==> src/pkg/gmo_pkg.sv <==
// gmo_pkg: register map, field positions, reset values and codes for the
// group message / frame-loss control block.
// assumes: a 32-bit APB slave with byte addresses; one clock domain.
package gmo_pkg;

  // ****************************************************************
  // register offsets (byte addresses, one aligned word each)
  // ****************************************************************
  localparam int unsigned ADDR_W         = 8;
  localparam logic [7:0]  OFF_CFG        = 8'h00; // group control bits 6..2
  localparam logic [7:0]  OFF_MSGCFG     = 8'h04; // message configuration storage
  localparam logic [7:0]  OFF_STAT       = 8'h08; // sticky events, write one to clear
  localparam logic [7:0]  OFF_MASK       = 8'h0C; // interrupt line mask
  localparam logic [7:0]  OFF_CHANACT    = 8'h10; // transparent channel active bits
  localparam logic [7:0]  OFF_SUBCHEN    = 8'h14; // per time slot subchannel enable
  localparam logic [7:0]  OFF_LIVE       = 8'h18; // live state, read only

  // ****************************************************************
  // group control field positions and reset
  // ****************************************************************
  localparam int unsigned CFG_COPY_BIT   = 6;     // msg_cfg_copy_on
  localparam int unsigned CFG_MALIGN_BIT = 5;     // mask_align_change_irq
  localparam int unsigned CFG_MLOSS_BIT  = 4;     // mask_frame_loss_irq
  localparam int unsigned CFG_ABORT_BIT  = 3;     // abort_on_frame_loss
  localparam int unsigned CFG_SUBOFF_BIT = 2;     // subchannel_off
  localparam logic        CFG_COPY_RST   = 1'b1;  // copy disabled is unsupported

  // ****************************************************************
  // message configuration layout
  // ****************************************************************
  localparam int unsigned MSG_W          = 10;
  localparam int unsigned MSG_IDLE_LSB   = 0;
  localparam int unsigned MSG_IDLE_W     = 8;     // non-default idle code
  localparam int unsigned MSG_PAD_BIT    = 8;     // inter-message pad fill
  localparam int unsigned MSG_RETX_BIT   = 9;     // retransmit message

  // ****************************************************************
  // status bits (status and mask share this layout)
  // ****************************************************************
  localparam int unsigned ST_W           = 5;
  localparam int unsigned ST_ALIGN       = 0;
  localparam int unsigned ST_LOSS        = 1;
  localparam int unsigned ST_REGAIN      = 2;
  localparam int unsigned ST_RXERR       = 3;
  localparam int unsigned ST_COPY        = 4;
  localparam int unsigned LIVE_LOSS_BIT  = 0;
  localparam int unsigned LIVE_ABORT_BIT = 1;

  // ****************************************************************
  // descriptor codes
  // ****************************************************************
  localparam int unsigned EVT_N = 4;
  typedef enum logic [1:0] {
    EVT_ALIGN  = 2'h0,
    EVT_LOSS   = 2'h1,
    EVT_REGAIN = 2'h2,
    EVT_RXERR  = 2'h3
  } gmo_evt_t;

  typedef enum logic [2:0] {
    ERR_NONE       = 3'h0,
    ERR_ABORT      = 3'h1,
    ERR_FCS        = 3'h2,
    ERR_LENGTH     = 3'h3,
    ERR_ALIGN      = 3'h4,
    ERR_FRAME_LOSS = 3'h5
  } gmo_err_t;

endpackage

==> src/hdl/gmo_ctrl.sv <==
// gmo_ctrl: channel group message copy, frame-loss and subchannel control.
// assumes: APB master on clk; frame pins asynchronous; transmit descriptor,
// receive error and channel mode inputs come from logic on clk.
//
// Functional notes
// - with copy on, the config of a transmit descriptor with end-of-message set is stored and used.
// - the stored config drives idle code, pad fill and retransmit for the message.
// - host writes to the message config are always taken, copy on or off.
// - with alignment mask clear, each alignment change writes a descriptor.
// - with alignment mask set, an alignment change writes no descriptor.
// - with frame-loss mask clear, frame loss and regain each write a descriptor.
// - with frame-loss mask set, frame loss and regain write no descriptor.
// - any receive error during frame loss is reported as a frame-loss error.
// - with abort off, reception carries on through frame loss.
// - with abort on, all channels abort reception while frame is lost.
// - with abort on, HDLC reception resumes by itself once the frame returns.
// - with abort on, transparent channels are deactivated at frame loss.
// - with subchannel off clear, slots with subchannel enable are subchanneled.
// - with subchannel off set, no slot is subchanneled.
//
// The implementer's own choices: the placing of the registers and the APB interface to the registers.
module gmo_ctrl
  import gmo_pkg::*;
#(
  parameter int unsigned NUM_CHAN = 32,
  parameter int unsigned NUM_SLOT = 32
) (
  input  wire logic                  clk,
  input  wire logic                  rstn,
  input  wire logic [ADDR_W-1:0]     paddr,
  input  wire logic                  psel,
  input  wire logic                  penable,
  input  wire logic                  pwrite,
  input  wire logic [31:0]           pwdata,
  output logic      [31:0]           prdata,
  output logic                       pready,
  output logic                       pslverr,
  output logic                       irq,
  input  wire logic                  frameLossPin,
  input  wire logic                  alignChangePin,
  input  wire logic                  txDescValid,
  input  wire logic                  txDescEom,
  input  wire logic [MSG_W-1:0]      txDescCfg,
  input  wire logic                  rxErrValid,
  input  wire gmo_err_t              rxErrCode,
  input  wire logic [NUM_CHAN-1:0]   chanTransparent,
  output logic [MSG_IDLE_W-1:0]      idleCode,
  output logic                       padFill,
  output logic                       retransmit,
  output logic                       irqDescValid,
  output gmo_evt_t                   irqDescEvt,
  output gmo_err_t                   irqDescErr,
  output logic                       rxStatValid,
  output gmo_err_t                   rxStatCode,
  output logic                       rxAbortAll,
  output logic [NUM_CHAN-1:0]        chanActive,
  output logic [NUM_SLOT-1:0]        subchEffective
);

  // ****************************************************************
  // parameter checks
  // ****************************************************************
  if (NUM_CHAN < 1 || NUM_CHAN > 32) begin : g_chk_chan
    $error("NUM_CHAN must be 1..32");
  end
  if (NUM_SLOT < 1 || NUM_SLOT > 32) begin : g_chk_slot
    $error("NUM_SLOT must be 1..32");
  end

  // ****************************************************************
  // state
  // ****************************************************************
  typedef struct packed {
    logic                copyOn;
    logic                maskAlign;
    logic                maskLoss;
    logic                abortOn;
    logic                subchOff;
    logic [MSG_W-1:0]    msgCfg;
    logic [ST_W-1:0]     mask;
    logic [NUM_CHAN-1:0] chanActive;
    logic [NUM_SLOT-1:0] subchEn;
    logic [NUM_SLOT-1:0] subchEff;
    logic [EVT_N-1:0]    pend;
    gmo_err_t            pendErr;
    logic                descValid;
    gmo_evt_t            descEvt;
    gmo_err_t            descErr;
    logic                rxStatValid;
    gmo_err_t            rxStatCode;
    logic                rxAbortAll;
    logic                lossPrev;
    logic                alignPrev;
    logic                pready;
    logic                pslverr;
    logic [31:0]         prdata;
    logic                irq;
  } gmo_state_t;

  gmo_state_t          stQ;
  gmo_state_t          stD;
  logic                lossSync;
  logic                alignSync;
  logic [ST_W-1:0]     statBits;
  logic [ST_W-1:0]     statSet;
  logic [ST_W-1:0]     statClr;
  logic                wrDone;
  logic                lossRise;
  logic                lossFall;
  logic                alignRise;
  logic                copyEv;
  logic [EVT_N-1:0]    newPend;
  gmo_err_t            subErr;

  // ****************************************************************
  // decode helpers
  // ****************************************************************
  function automatic logic isMapped(input logic [ADDR_W-1:0] a);
    case (a)
      OFF_CFG, OFF_MSGCFG, OFF_STAT, OFF_MASK,
      OFF_CHANACT, OFF_SUBCHEN, OFF_LIVE: isMapped = 1'b1;
      default:                            isMapped = 1'b0;
    endcase
  endfunction

  function automatic logic wrHit(input logic w, input logic [ADDR_W-1:0] off);
    wrHit = w && (paddr == off);
  endfunction

  // lowest pending event is emitted first
  function automatic gmo_evt_t firstPend(input logic [EVT_N-1:0] v);
    firstPend = EVT_ALIGN;
    for (int i = EVT_N - 1; i >= 0; i--) begin
      if (v[i]) begin
        firstPend = gmo_evt_t'(i[1:0]);
      end
    end
  endfunction

  // ****************************************************************
  // pin synchronisers and sticky status
  // ****************************************************************
  gmo_sync #(
    .W (2)
  ) u_sync (
    .clk     (clk),
    .rstn    (rstn),
    .dataIn  ({frameLossPin, alignChangePin}),
    .dataOut ({lossSync, alignSync})
  );

  gmo_sticky #(
    .W (ST_W)
  ) u_sticky (
    .clk      (clk),
    .rstn     (rstn),
    .setVec   (statSet),
    .clrVec   (statClr),
    .statBits (statBits)
  );

  // ****************************************************************
  // event detection
  // ****************************************************************
  // edges look at the second sync stage only
  assign wrDone    = psel & penable & stQ.pready & pwrite;
  assign lossRise  = lossSync & ~stQ.lossPrev;
  assign lossFall  = ~lossSync & stQ.lossPrev;
  assign alignRise = alignSync & ~stQ.alignPrev;
  assign copyEv    = txDescValid & txDescEom & stQ.copyOn;
  assign subErr    = lossSync ? ERR_FRAME_LOSS : rxErrCode;

  // descriptor requests; receive errors are never masked
  assign newPend[EVT_ALIGN]  = alignRise & ~stQ.maskAlign;
  assign newPend[EVT_LOSS]   = lossRise & ~stQ.maskLoss;
  assign newPend[EVT_REGAIN] = lossFall & ~stQ.maskLoss;
  assign newPend[EVT_RXERR]  = rxErrValid;

  // status bits record every event, masks only gate the irq line
  always_comb begin
    statSet           = '0;
    statSet[ST_ALIGN]  = alignRise;
    statSet[ST_LOSS]   = lossRise;
    statSet[ST_REGAIN] = lossFall;
    statSet[ST_RXERR]  = rxErrValid;
    statSet[ST_COPY]   = copyEv;
    statClr            = wrHit(wrDone, OFF_STAT) ? pwdata[ST_W-1:0] : '0;
  end

  // ****************************************************************
  // next state
  // ****************************************************************
  always_comb begin
    stD           = stQ;
    stD.lossPrev  = lossSync;
    stD.alignPrev = alignSync;

    // apb: one wait state, answer registered, write lands on the final edge
    stD.pready  = 1'b0;
    stD.pslverr = 1'b0;
    if (psel && penable && !stQ.pready) begin
      stD.pready  = 1'b1;
      stD.pslverr = !isMapped(paddr);
      stD.prdata  = '0;
      if (!pwrite) begin
        case (paddr)
          OFF_CFG: begin
            stD.prdata[CFG_COPY_BIT]   = stQ.copyOn;
            stD.prdata[CFG_MALIGN_BIT] = stQ.maskAlign;
            stD.prdata[CFG_MLOSS_BIT]  = stQ.maskLoss;
            stD.prdata[CFG_ABORT_BIT]  = stQ.abortOn;
            stD.prdata[CFG_SUBOFF_BIT] = stQ.subchOff;
          end
          OFF_MSGCFG:  stD.prdata[MSG_W-1:0]    = stQ.msgCfg;
          OFF_STAT:    stD.prdata[ST_W-1:0]     = statBits;
          OFF_MASK:    stD.prdata[ST_W-1:0]     = stQ.mask;
          OFF_CHANACT: stD.prdata[NUM_CHAN-1:0] = stQ.chanActive;
          OFF_SUBCHEN: stD.prdata[NUM_SLOT-1:0] = stQ.subchEn;
          OFF_LIVE: begin
            stD.prdata[LIVE_LOSS_BIT]  = lossSync;
            stD.prdata[LIVE_ABORT_BIT] = stQ.rxAbortAll;
          end
          default:     stD.prdata = '0;
        endcase
      end
    end

    // control bits; a zero copy bit is stored but unsupported
    if (wrHit(wrDone, OFF_CFG)) begin
      stD.copyOn    = pwdata[CFG_COPY_BIT];
      stD.maskAlign = pwdata[CFG_MALIGN_BIT];
      stD.maskLoss  = pwdata[CFG_MLOSS_BIT];
      stD.abortOn   = pwdata[CFG_ABORT_BIT];
      stD.subchOff  = pwdata[CFG_SUBOFF_BIT];
    end
    if (wrHit(wrDone, OFF_MASK)) begin
      stD.mask = pwdata[ST_W-1:0];
    end
    if (wrHit(wrDone, OFF_SUBCHEN)) begin
      stD.subchEn = pwdata[NUM_SLOT-1:0];
    end

    // message config: descriptor copy, then host write on top of it
    if (copyEv) begin
      stD.msgCfg = txDescCfg;
    end
    if (wrHit(wrDone, OFF_MSGCFG)) begin
      stD.msgCfg = pwdata[MSG_W-1:0];
    end

    // channel activation: host reactivates, frame loss may deactivate
    if (wrHit(wrDone, OFF_CHANACT)) begin
      stD.chanActive = pwdata[NUM_CHAN-1:0];
    end
    if (lossRise && stQ.abortOn) begin
      stD.chanActive = stD.chanActive & ~chanTransparent;
    end

    // abort follows the live frame-loss level, so HDLC restarts unaided
    stD.rxAbortAll = lossSync & stQ.abortOn;

    // subchannel enables are overridden group-wide
    stD.subchEff = stD.subchOff ? '0 : stD.subchEn;

    // receive status carries the substituted code
    stD.rxStatValid = rxErrValid;
    stD.rxStatCode  = rxErrValid ? subErr : ERR_NONE;

    // descriptor queue: one per cycle, a new request beats the retire
    stD.descValid = 1'b0;
    stD.descEvt   = EVT_ALIGN;
    stD.descErr   = ERR_NONE;
    stD.pend      = stQ.pend;
    if (|stQ.pend) begin
      stD.descValid = 1'b1;
      stD.descEvt   = firstPend(stQ.pend);
      stD.descErr   = (firstPend(stQ.pend) == EVT_RXERR) ? stQ.pendErr : ERR_NONE;
      stD.pend[firstPend(stQ.pend)] = 1'b0;
    end
    stD.pend = stD.pend | newPend;
    if (rxErrValid) begin
      stD.pendErr = subErr;
    end

    // level interrupt, one cycle behind the status bits
    stD.irq = |(statBits & stQ.mask);
  end

  always_ff @(posedge clk or negedge rstn) begin
    if (!rstn) begin
      stQ        <= '0;
      stQ.copyOn <= CFG_COPY_RST;
    end else begin
      stQ <= stD;
    end
  end

  // ****************************************************************
  // outputs, all straight from the state register
  // ****************************************************************
  assign prdata         = stQ.prdata;
  assign pready         = stQ.pready;
  assign pslverr        = stQ.pslverr;
  assign irq            = stQ.irq;
  assign idleCode       = stQ.msgCfg[MSG_IDLE_LSB +: MSG_IDLE_W];
  assign padFill        = stQ.msgCfg[MSG_PAD_BIT];
  assign retransmit     = stQ.msgCfg[MSG_RETX_BIT];
  assign irqDescValid   = stQ.descValid;
  assign irqDescEvt     = stQ.descEvt;
  assign irqDescErr     = stQ.descErr;
  assign rxStatValid    = stQ.rxStatValid;
  assign rxStatCode     = stQ.rxStatCode;
  assign rxAbortAll     = stQ.rxAbortAll;
  assign chanActive     = stQ.chanActive;
  assign subchEffective = stQ.subchEff;
endmodule // gmo_ctrl

==> src/hdl/gmo_sticky.sv <==
// gmo_sticky: bank of sticky event bits, cleared by writing a one.
// assumes: setVec and clrVec are one-cycle pulses on clk.
module gmo_sticky
  import gmo_pkg::*;
#(
  parameter int unsigned W = ST_W
) (
  input  wire logic         clk,
  input  wire logic         rstn,
  input  wire logic [W-1:0] setVec,
  input  wire logic [W-1:0] clrVec,
  output logic      [W-1:0] statBits
);

  typedef struct packed {
    logic [W-1:0] bits;
  } gmo_sticky_t;

  gmo_sticky_t stQ;
  gmo_sticky_t stD;

  // a set in the clearing cycle wins, so no event is lost
  always_comb begin
    stD = stQ;
    for (int i = 0; i < W; i++) begin
      stD.bits[i] = setVec[i] | (stQ.bits[i] & ~clrVec[i]);
    end
  end

  always_ff @(posedge clk or negedge rstn) begin
    if (!rstn) begin
      stQ <= '0;
    end else begin
      stQ <= stD;
    end
  end

  assign statBits = stQ.bits;

endmodule // gmo_sticky

==> src/hdl/gmo_sync.sv <==
// gmo_sync: two-stage synchroniser for pin levels.
// assumes: inputs are asynchronous to clk; only dataOut is read outside.
module gmo_sync
  import gmo_pkg::*;
#(
  parameter int unsigned W = 1
) (
  input  wire logic         clk,
  input  wire logic         rstn,
  input  wire logic [W-1:0] dataIn,
  output logic      [W-1:0] dataOut
);

  typedef struct packed {
    logic [W-1:0] stage1;
    logic [W-1:0] stage2;
  } gmo_sync_t;

  gmo_sync_t stQ;
  gmo_sync_t stD;

  // stage1 feeds stage2 only, nothing else may look at it
  always_comb begin
    stD        = stQ;
    stD.stage1 = dataIn;
    stD.stage2 = stQ.stage1;
  end

  always_ff @(posedge clk or negedge rstn) begin
    if (!rstn) begin
      stQ <= '0;
    end else begin
      stQ <= stD;
    end
  end

  assign dataOut = stQ.stage2;

endmodule // gmo_sync

==> config.mk <==
export PLATFORM = sky130hd
export DESIGN_NAME = gmo_ctrl
export DESIGN_NICKNAME = d
export VERILOG_FILES = /design/src/pkg/gmo_pkg.sv /design/src/hdl/gmo_ctrl.sv /design/src/hdl/gmo_sticky.sv /design/src/hdl/gmo_sync.sv
export SDC_FILE = /design/constraint.sdc
export NUM_CORES = 1
export LEC_CHECK = 0
export BUFFER_PORTS_ARGS = -buffer_cell sky130_fd_sc_hd__buf_4
export CORE_AREA = 2 2 135 137
export DETAILED_ROUTE_END_ITERATION = 8
export DIE_AREA = 0 0 137 139
export PLACE_DENSITY = 0.72
export SLEW_MARGIN = 20
export SYNTH_ARGS = -nofsm -noshare
export SYNTH_HDL_FRONTEND = slang
export SYNTH_HIERARCHICAL = 1
export SYNTH_SLANG_ARGS = --single-unit
==> constraint.sdc <==
create_clock -name clk -period 1.95 [get_ports clk]
set_input_delay 0.195 -clock clk [delete_from_list [all_inputs] [get_ports clk]]
set_output_delay 0.195 -clock clk [all_outputs]
set_load 0.01 [all_outputs]
# After elaboration in Yosys (flattened, before gate mapping)
# Cells that the tools add are included.
classes:
  n_lt_le_gt_ge: 2
  reduce_logical: 17
  n_eq_ne: 7
  n_bitwise: 38
  n_mux: 29
ops:
  columns: ["cell", "count"]
  rows:
  - ["32-bit 2-to-1 mux", 5]
  - ["22-bit case mux with 2 select lines", 1]
  - ["34-bit 2-to-1 mux", 1]
  - ["32-bit AND", 1]
  - ["32-bit inverter", 1]
  - ["8-bit by 5-bit equality test with 1-bit output (second input constant)", 3]
  - ["10-bit 2-to-1 mux", 2]
  - ["3-bit case mux with 6 select lines", 1]
  - ["1-bit AND", 17]
  - ["8-bit by 4-bit equality test with 1-bit output (second input constant)", 2]
  - ["2-bit case mux with 6 select lines", 1]
  - ["1-bit logical AND", 10]
  - ["2-bit 2-to-1 mux", 5]
  - ["1-bit inverter", 10]
  - ["3-bit 2-to-1 mux", 3]
  - ["3-bit case mux with 3 select lines", 1]
  - ["8-bit by 3-bit equality test with 1-bit output (second input constant)", 1]
  - ["8-bit zero test", 1]
  - ["2-bit case mux with 4 select lines", 1]
  - ["7-bit OR reduction", 1]
  - ["6-bit 2-to-1 mux", 1]
  - ["5-bit AND", 1]
  - ["5-bit 2-to-1 mux", 1]
  - ["1-bit OR", 5]
  - ["other kinds (13)", 17]
word_totals:
  wordCells: 120
  regBits: 180
  output_inout_bits: 120

# Logic depth before layout (Yosys ltp)
logic_depth:
  ltp_word: 13
  ltp_mapped: 7
  mapped_depth_nobuf: 5

# Hierarchy
# Netlist, hierarchy kept.
by_module_without_submodules:
  columns: ["module", "area_per_inst_um2", "seq_area_each_um2", "cells_per_inst", "n_inst"]
  rows:
  - ["gmo_ctrl", 8079.0, 4280.4, 656, 1]
  - ["gmo_sticky", 181.4, 125.1, 15, 1]
  - ["gmo_sync", 100.1, 100.1, 4, 1]

# Worst setup path before layout
# OpenSTA, ideal clock, no wires.
synth_timing:
  path_type: "input to register"
  start: "input paddr[3]"
  end: "register stQ, in the netlist subchEffective[13]"
  cell_stages: 7
  n_path_buf: 3
  arrival_time_ns: 1.971
  setup_slack_ns: -0.161
  cell_sequence: "or4b_1 > buf_2 > or4_1 > buf_6 > buf_12 > mux2_4 > nor2b_1"
synth_lines:
  columns: ["element", "line", "text"]
  rows:
  - ["start, declared", "gmo_ctrl.sv:30", "input wire logic [ADDR_W-1:0] paddr,"]
  - ["end signal, assigned", "gmo_ctrl.sv:294", "stQ <= stD;"]
  - ["end, declared", "gmo_ctrl.sv:100", "gmo_state_t stQ;"]

# Worst setup path after layout
layout_timing:
  start: "register stQ, in the netlist pready"
  end: "register stQ, in the netlist prdata[23]"
layout_between:
  elab_chain_len: 2
layout_lines:
  columns: ["element", "line", "text"]
  rows:
  - ["1-bit zero test", "gmo_ctrl.sv:201", "if (psel && penable && !stQ.pready) begin"]
  - ["1-bit logical AND", "gmo_ctrl.sv:201", null]
# Every way passes these cells.
# A chain may end at the register's enable or synchronous reset.

==> impl_results.md <==
* Ys Warns at 6
* CP endpoint kind: flip-flop
* Hold Path End: stQ[111]
* P&R area growth vs syn at 28.29%
* Switching Power at ~1.9 mW
* Die Footprint at 19040 µm²
* Vias in the first global route at ~6100
* Initial antenna violation count at 0
* Number of setup buffers added after CTS at 0
* Hold WC Path Type: in -> reg
* Ys flop type: dfrtp_1
* Die W at ~140 µm
* Cell variety after synth at 48
* Hold Vio Cnt, Final at 0
* Mapped cell area at 8361 µm²
* Reg2Reg Setup Slack at approximately 120 ps
* CTS tree: built
* Static leakage at 5.467 nW
* Compound-cell area share of the yosys netlist at 7.887%
* Area contributors post-synth: dfrtp_1, buf_4, mux2i_1
* Grt ovf at 0
* Drt total wl at approximately 21000 µm
* Worst skew pair latency at 430 ps
* Buffers & Inverters on Critical Path at 1
* I/O pins at between 200 and 250
* Post-synth EDFFs at 0
* Clk sinks at 180
* Share of layout cells above drive strength 1 at 40.77%
* Pint at roughly 6.1 mW
* RSZ-0062 raised after global routing: no
* Register-to-Register Path Depth at 5
* Cell row count at 49
* Outcome: finished, final reports clean
* Core area at 17660 µm²
* Routed vias/inst at approximately 5.3
* Post-synth ARST share at between 90% and 100%
* Vias at approximately 5700
* Synth Area in Simple Gates at roughly a tenth
* Final nets at about 940
* Synthesized area per cell at roughly 12 µm²
* Count leader, synth: dfrtp_1
* Mapped Nets at slightly below 800
* PD cells at 747.6 nW/µm²
* Post-synthesis sequential area ratio at between 50% and 60%
* Reg2reg end: prdata[23]
* First-pass GRT wire length at about 33000 µm
* Switching Fraction at between 20% and 30%
* Slowest cell on crit path: or3_1
* DP Area at a little under 10000 µm²
* Synth top area share at a little over half
* Total power at approximately 8.0 mW
* CTS buffer count at 17
* Synth Area in XOR/XNOR at 0%
* Initial Util at between 40% and 50%
* Largest family of logic cells by synthesized area: multiplexers
* Logic pwr share at just under 7%
* Slew headroom at between 60% and 70%
* CP top delay family: simple AND/OR/NAND/NOR gates
* Finish-stage setup viols at 0
* Final ANT Viol Nets at 0
* Crit share post-route at between 90% and 100%
* CP cell instances: nand3b_1 -> or3_1 -> nor3_2 -> buf_12 -> a221o_1
* GP Congestion at 0.8361
* Clock tree root driver cell: clkbuf_16
* MaxCap Viol Count at 0
* CP Launch Type: flip-flop
* Minimum clock period at roughly 1800 ps
* CP Data Arrival Time at roughly 2200 ps
* WHS Path Cells at 2
* WL/cell at slightly below 20 µm
* Reg clk slew, reported paths at 70 ps
* Number of cells on the critical path at 5
* Die height at around 140 µm
* DRT iter0 DRCs at 354
* Sequential cell fraction of total power at 47.5%
* Post-route DRC violation count at 0
* Slowest cell delay on critical path at 450 ps
* Crit-path max FO at 22
* IR Drop Worst-Case VDD at approximately 600 µV
* Max H-tree Level at 4
* Area leader, netlist: dfrtp_1
* CP Data Required Time at 2310 ps
* Commonest cells post-synth: dfrtp_1, buf_4, mux2i_1
* Post-synthesis mux area share at 14.73%
* Cells after Synth at slightly below 700
* Crit path kind: reg -> reg
* Clock power frac at a little under half
* Least-Margin Pin Slew at between 500 and 600 ps
* Final Instance Area at around 11000 µm²
* Number of port buffers at roughly 210
* Total track usage at between 20 and 25%
* Synth Area in Adders at 0%
* Largest net degree at the start of global routing at 73
* Synthesis-stage register bit count at 180
* Startpoint of the worst hold path: pwdata[24]
* Util after Layout at about three fifths
* Final Max Slew Viols at 0
* Max Freq at ~550 MHz
* R2R Path Start: pready
* Skew final at between 10 and 15 ps
* ANT cells at 0
* CTS Buffer Depth at 2
* Detail Placement HPWL at about 15000 µm
* Router iterations before antenna repair at 5
-- routing by layer --
layer	vias to the layer above	routed length (µm)	GRT usage, %
met5	-	0	0
met4	0	480	8.030
met3	41	968	5.007
met2	197	10750	38.07
met1	2892	8784	28.52
li1	2581	-	-
-- worst register-to-register path, stage by stage, from the launching register on --
cell	delay, ps
dfrtp_1	400
nand3b_1	280
or3_1	450
nor3_2	240
buf_12	220
a221o_1	180
-- final cells by class --
type | count | area (µm²)
Clock buffer | 17 | 425.4
Clock inverter | 15 | 209.0
Fill cell | 1404 | 6932
Inverter | 13 | 48.80
Multi-Input combinational cell | 339 | 2814
Sequential cell | 180 | 4506
Tap cell | 229 | 286.5
Timing Repair Buffer | 292 | 2436
-- power groups by stage --
stage	clock network, mW	logic (mW)	registers, mW
floorplan	0	0.149	3.88
global placement	0	0.467	3.88
detailed placement	0	0.479	3.88
CTS	3.73	0.555	3.81
global route	3.89	0.600	3.81
finish	3.66	0.551	3.81
-- cell usage in the layout, fill, tap and decap left out, drive strengths merged, types with 2 or more instances in the layout --
cell,count
nand4,3
a31oi,2
mux2i,51
mux2,44
or4b,2
nor4,5
o21ai,18
dlygate4sd3,46
nand3,7
a21oi,36
or3,2
nor2,13
dfrtp,179
clkinv,3
nand2,26
o311ai,2
a21o,8
buf,246
a221o,22
and2,32
or4,5
mux4,5
a22oi,2
nor2b,34
nor3,7
clkbuf,17
bufinv,3
o211ai,2
inv,21
-- flip-flops by register name, summed over array words and instances, names as in the netlist --
signal and count:
rxAbortAll 1, irqDescEvt 2, padFill 1, pslverr 1, stQ 51, u_sync/stD 2, rxStatValid 1, irqDescValid 1
retransmit 1, u_sticky/statBits 5, irq 1, idleCode 8, irqDescErr 3, rxStatCode 3, subchEffective 32, pready 1
prdata 32, chanActive 32, u_sync/dataOut 2
-- how the worst max path moves through the flow --
| stage | end | slack [ps] | start |
|---|---|---|---|
| 4_1_cts | subchEffective[18] | 80 | pready |
| 6_report | prdata[23] | 120 | pready |
| 5_1_grt | prdata[23] | 20 | pready |
| 3_5_place_dp | subchEffective[18] | -150 | paddr[3] |
| 2_1_floorplan | subchEffective[13] | -150 | paddr[3] |
| 3_3_place_gp | subchEffective[20] | -140 | paddr[3] |
-- logic make-up (layout without fill, tap and decap cells) --
family / count (synthesis) / in the layout
multiplexers: 100 / 100
buffers and inverters: 156 / 337
AND/OR/NAND/NOR: 141 / 141
flip-flops: 180 / 180
AO/OA/AOI/OAI: 98 / 98
-- through the flow --
stage,setup TNS (ps),std cells,hold slack (ps),setup slack (ps)
after global placement,-5151,1007,8.665,-139.6
final,0,1085,21.56,119.4
after floorplan,-4858,675,-100.6,-151.7
after global routing,0,1085,2.459,17.39
after CTS,0,1085,1.048,84.98
after detailed placement,-6685,1007,12.52,-154.8
-- what timing repair did --
action                     in CTS  in global routing
hold endpoints to repair      225                  0
gates resized for setup         0                  1
hold buffers                   46                  0
setup endpoints to repair       0                  2
(Power assumes the default switching activity.)
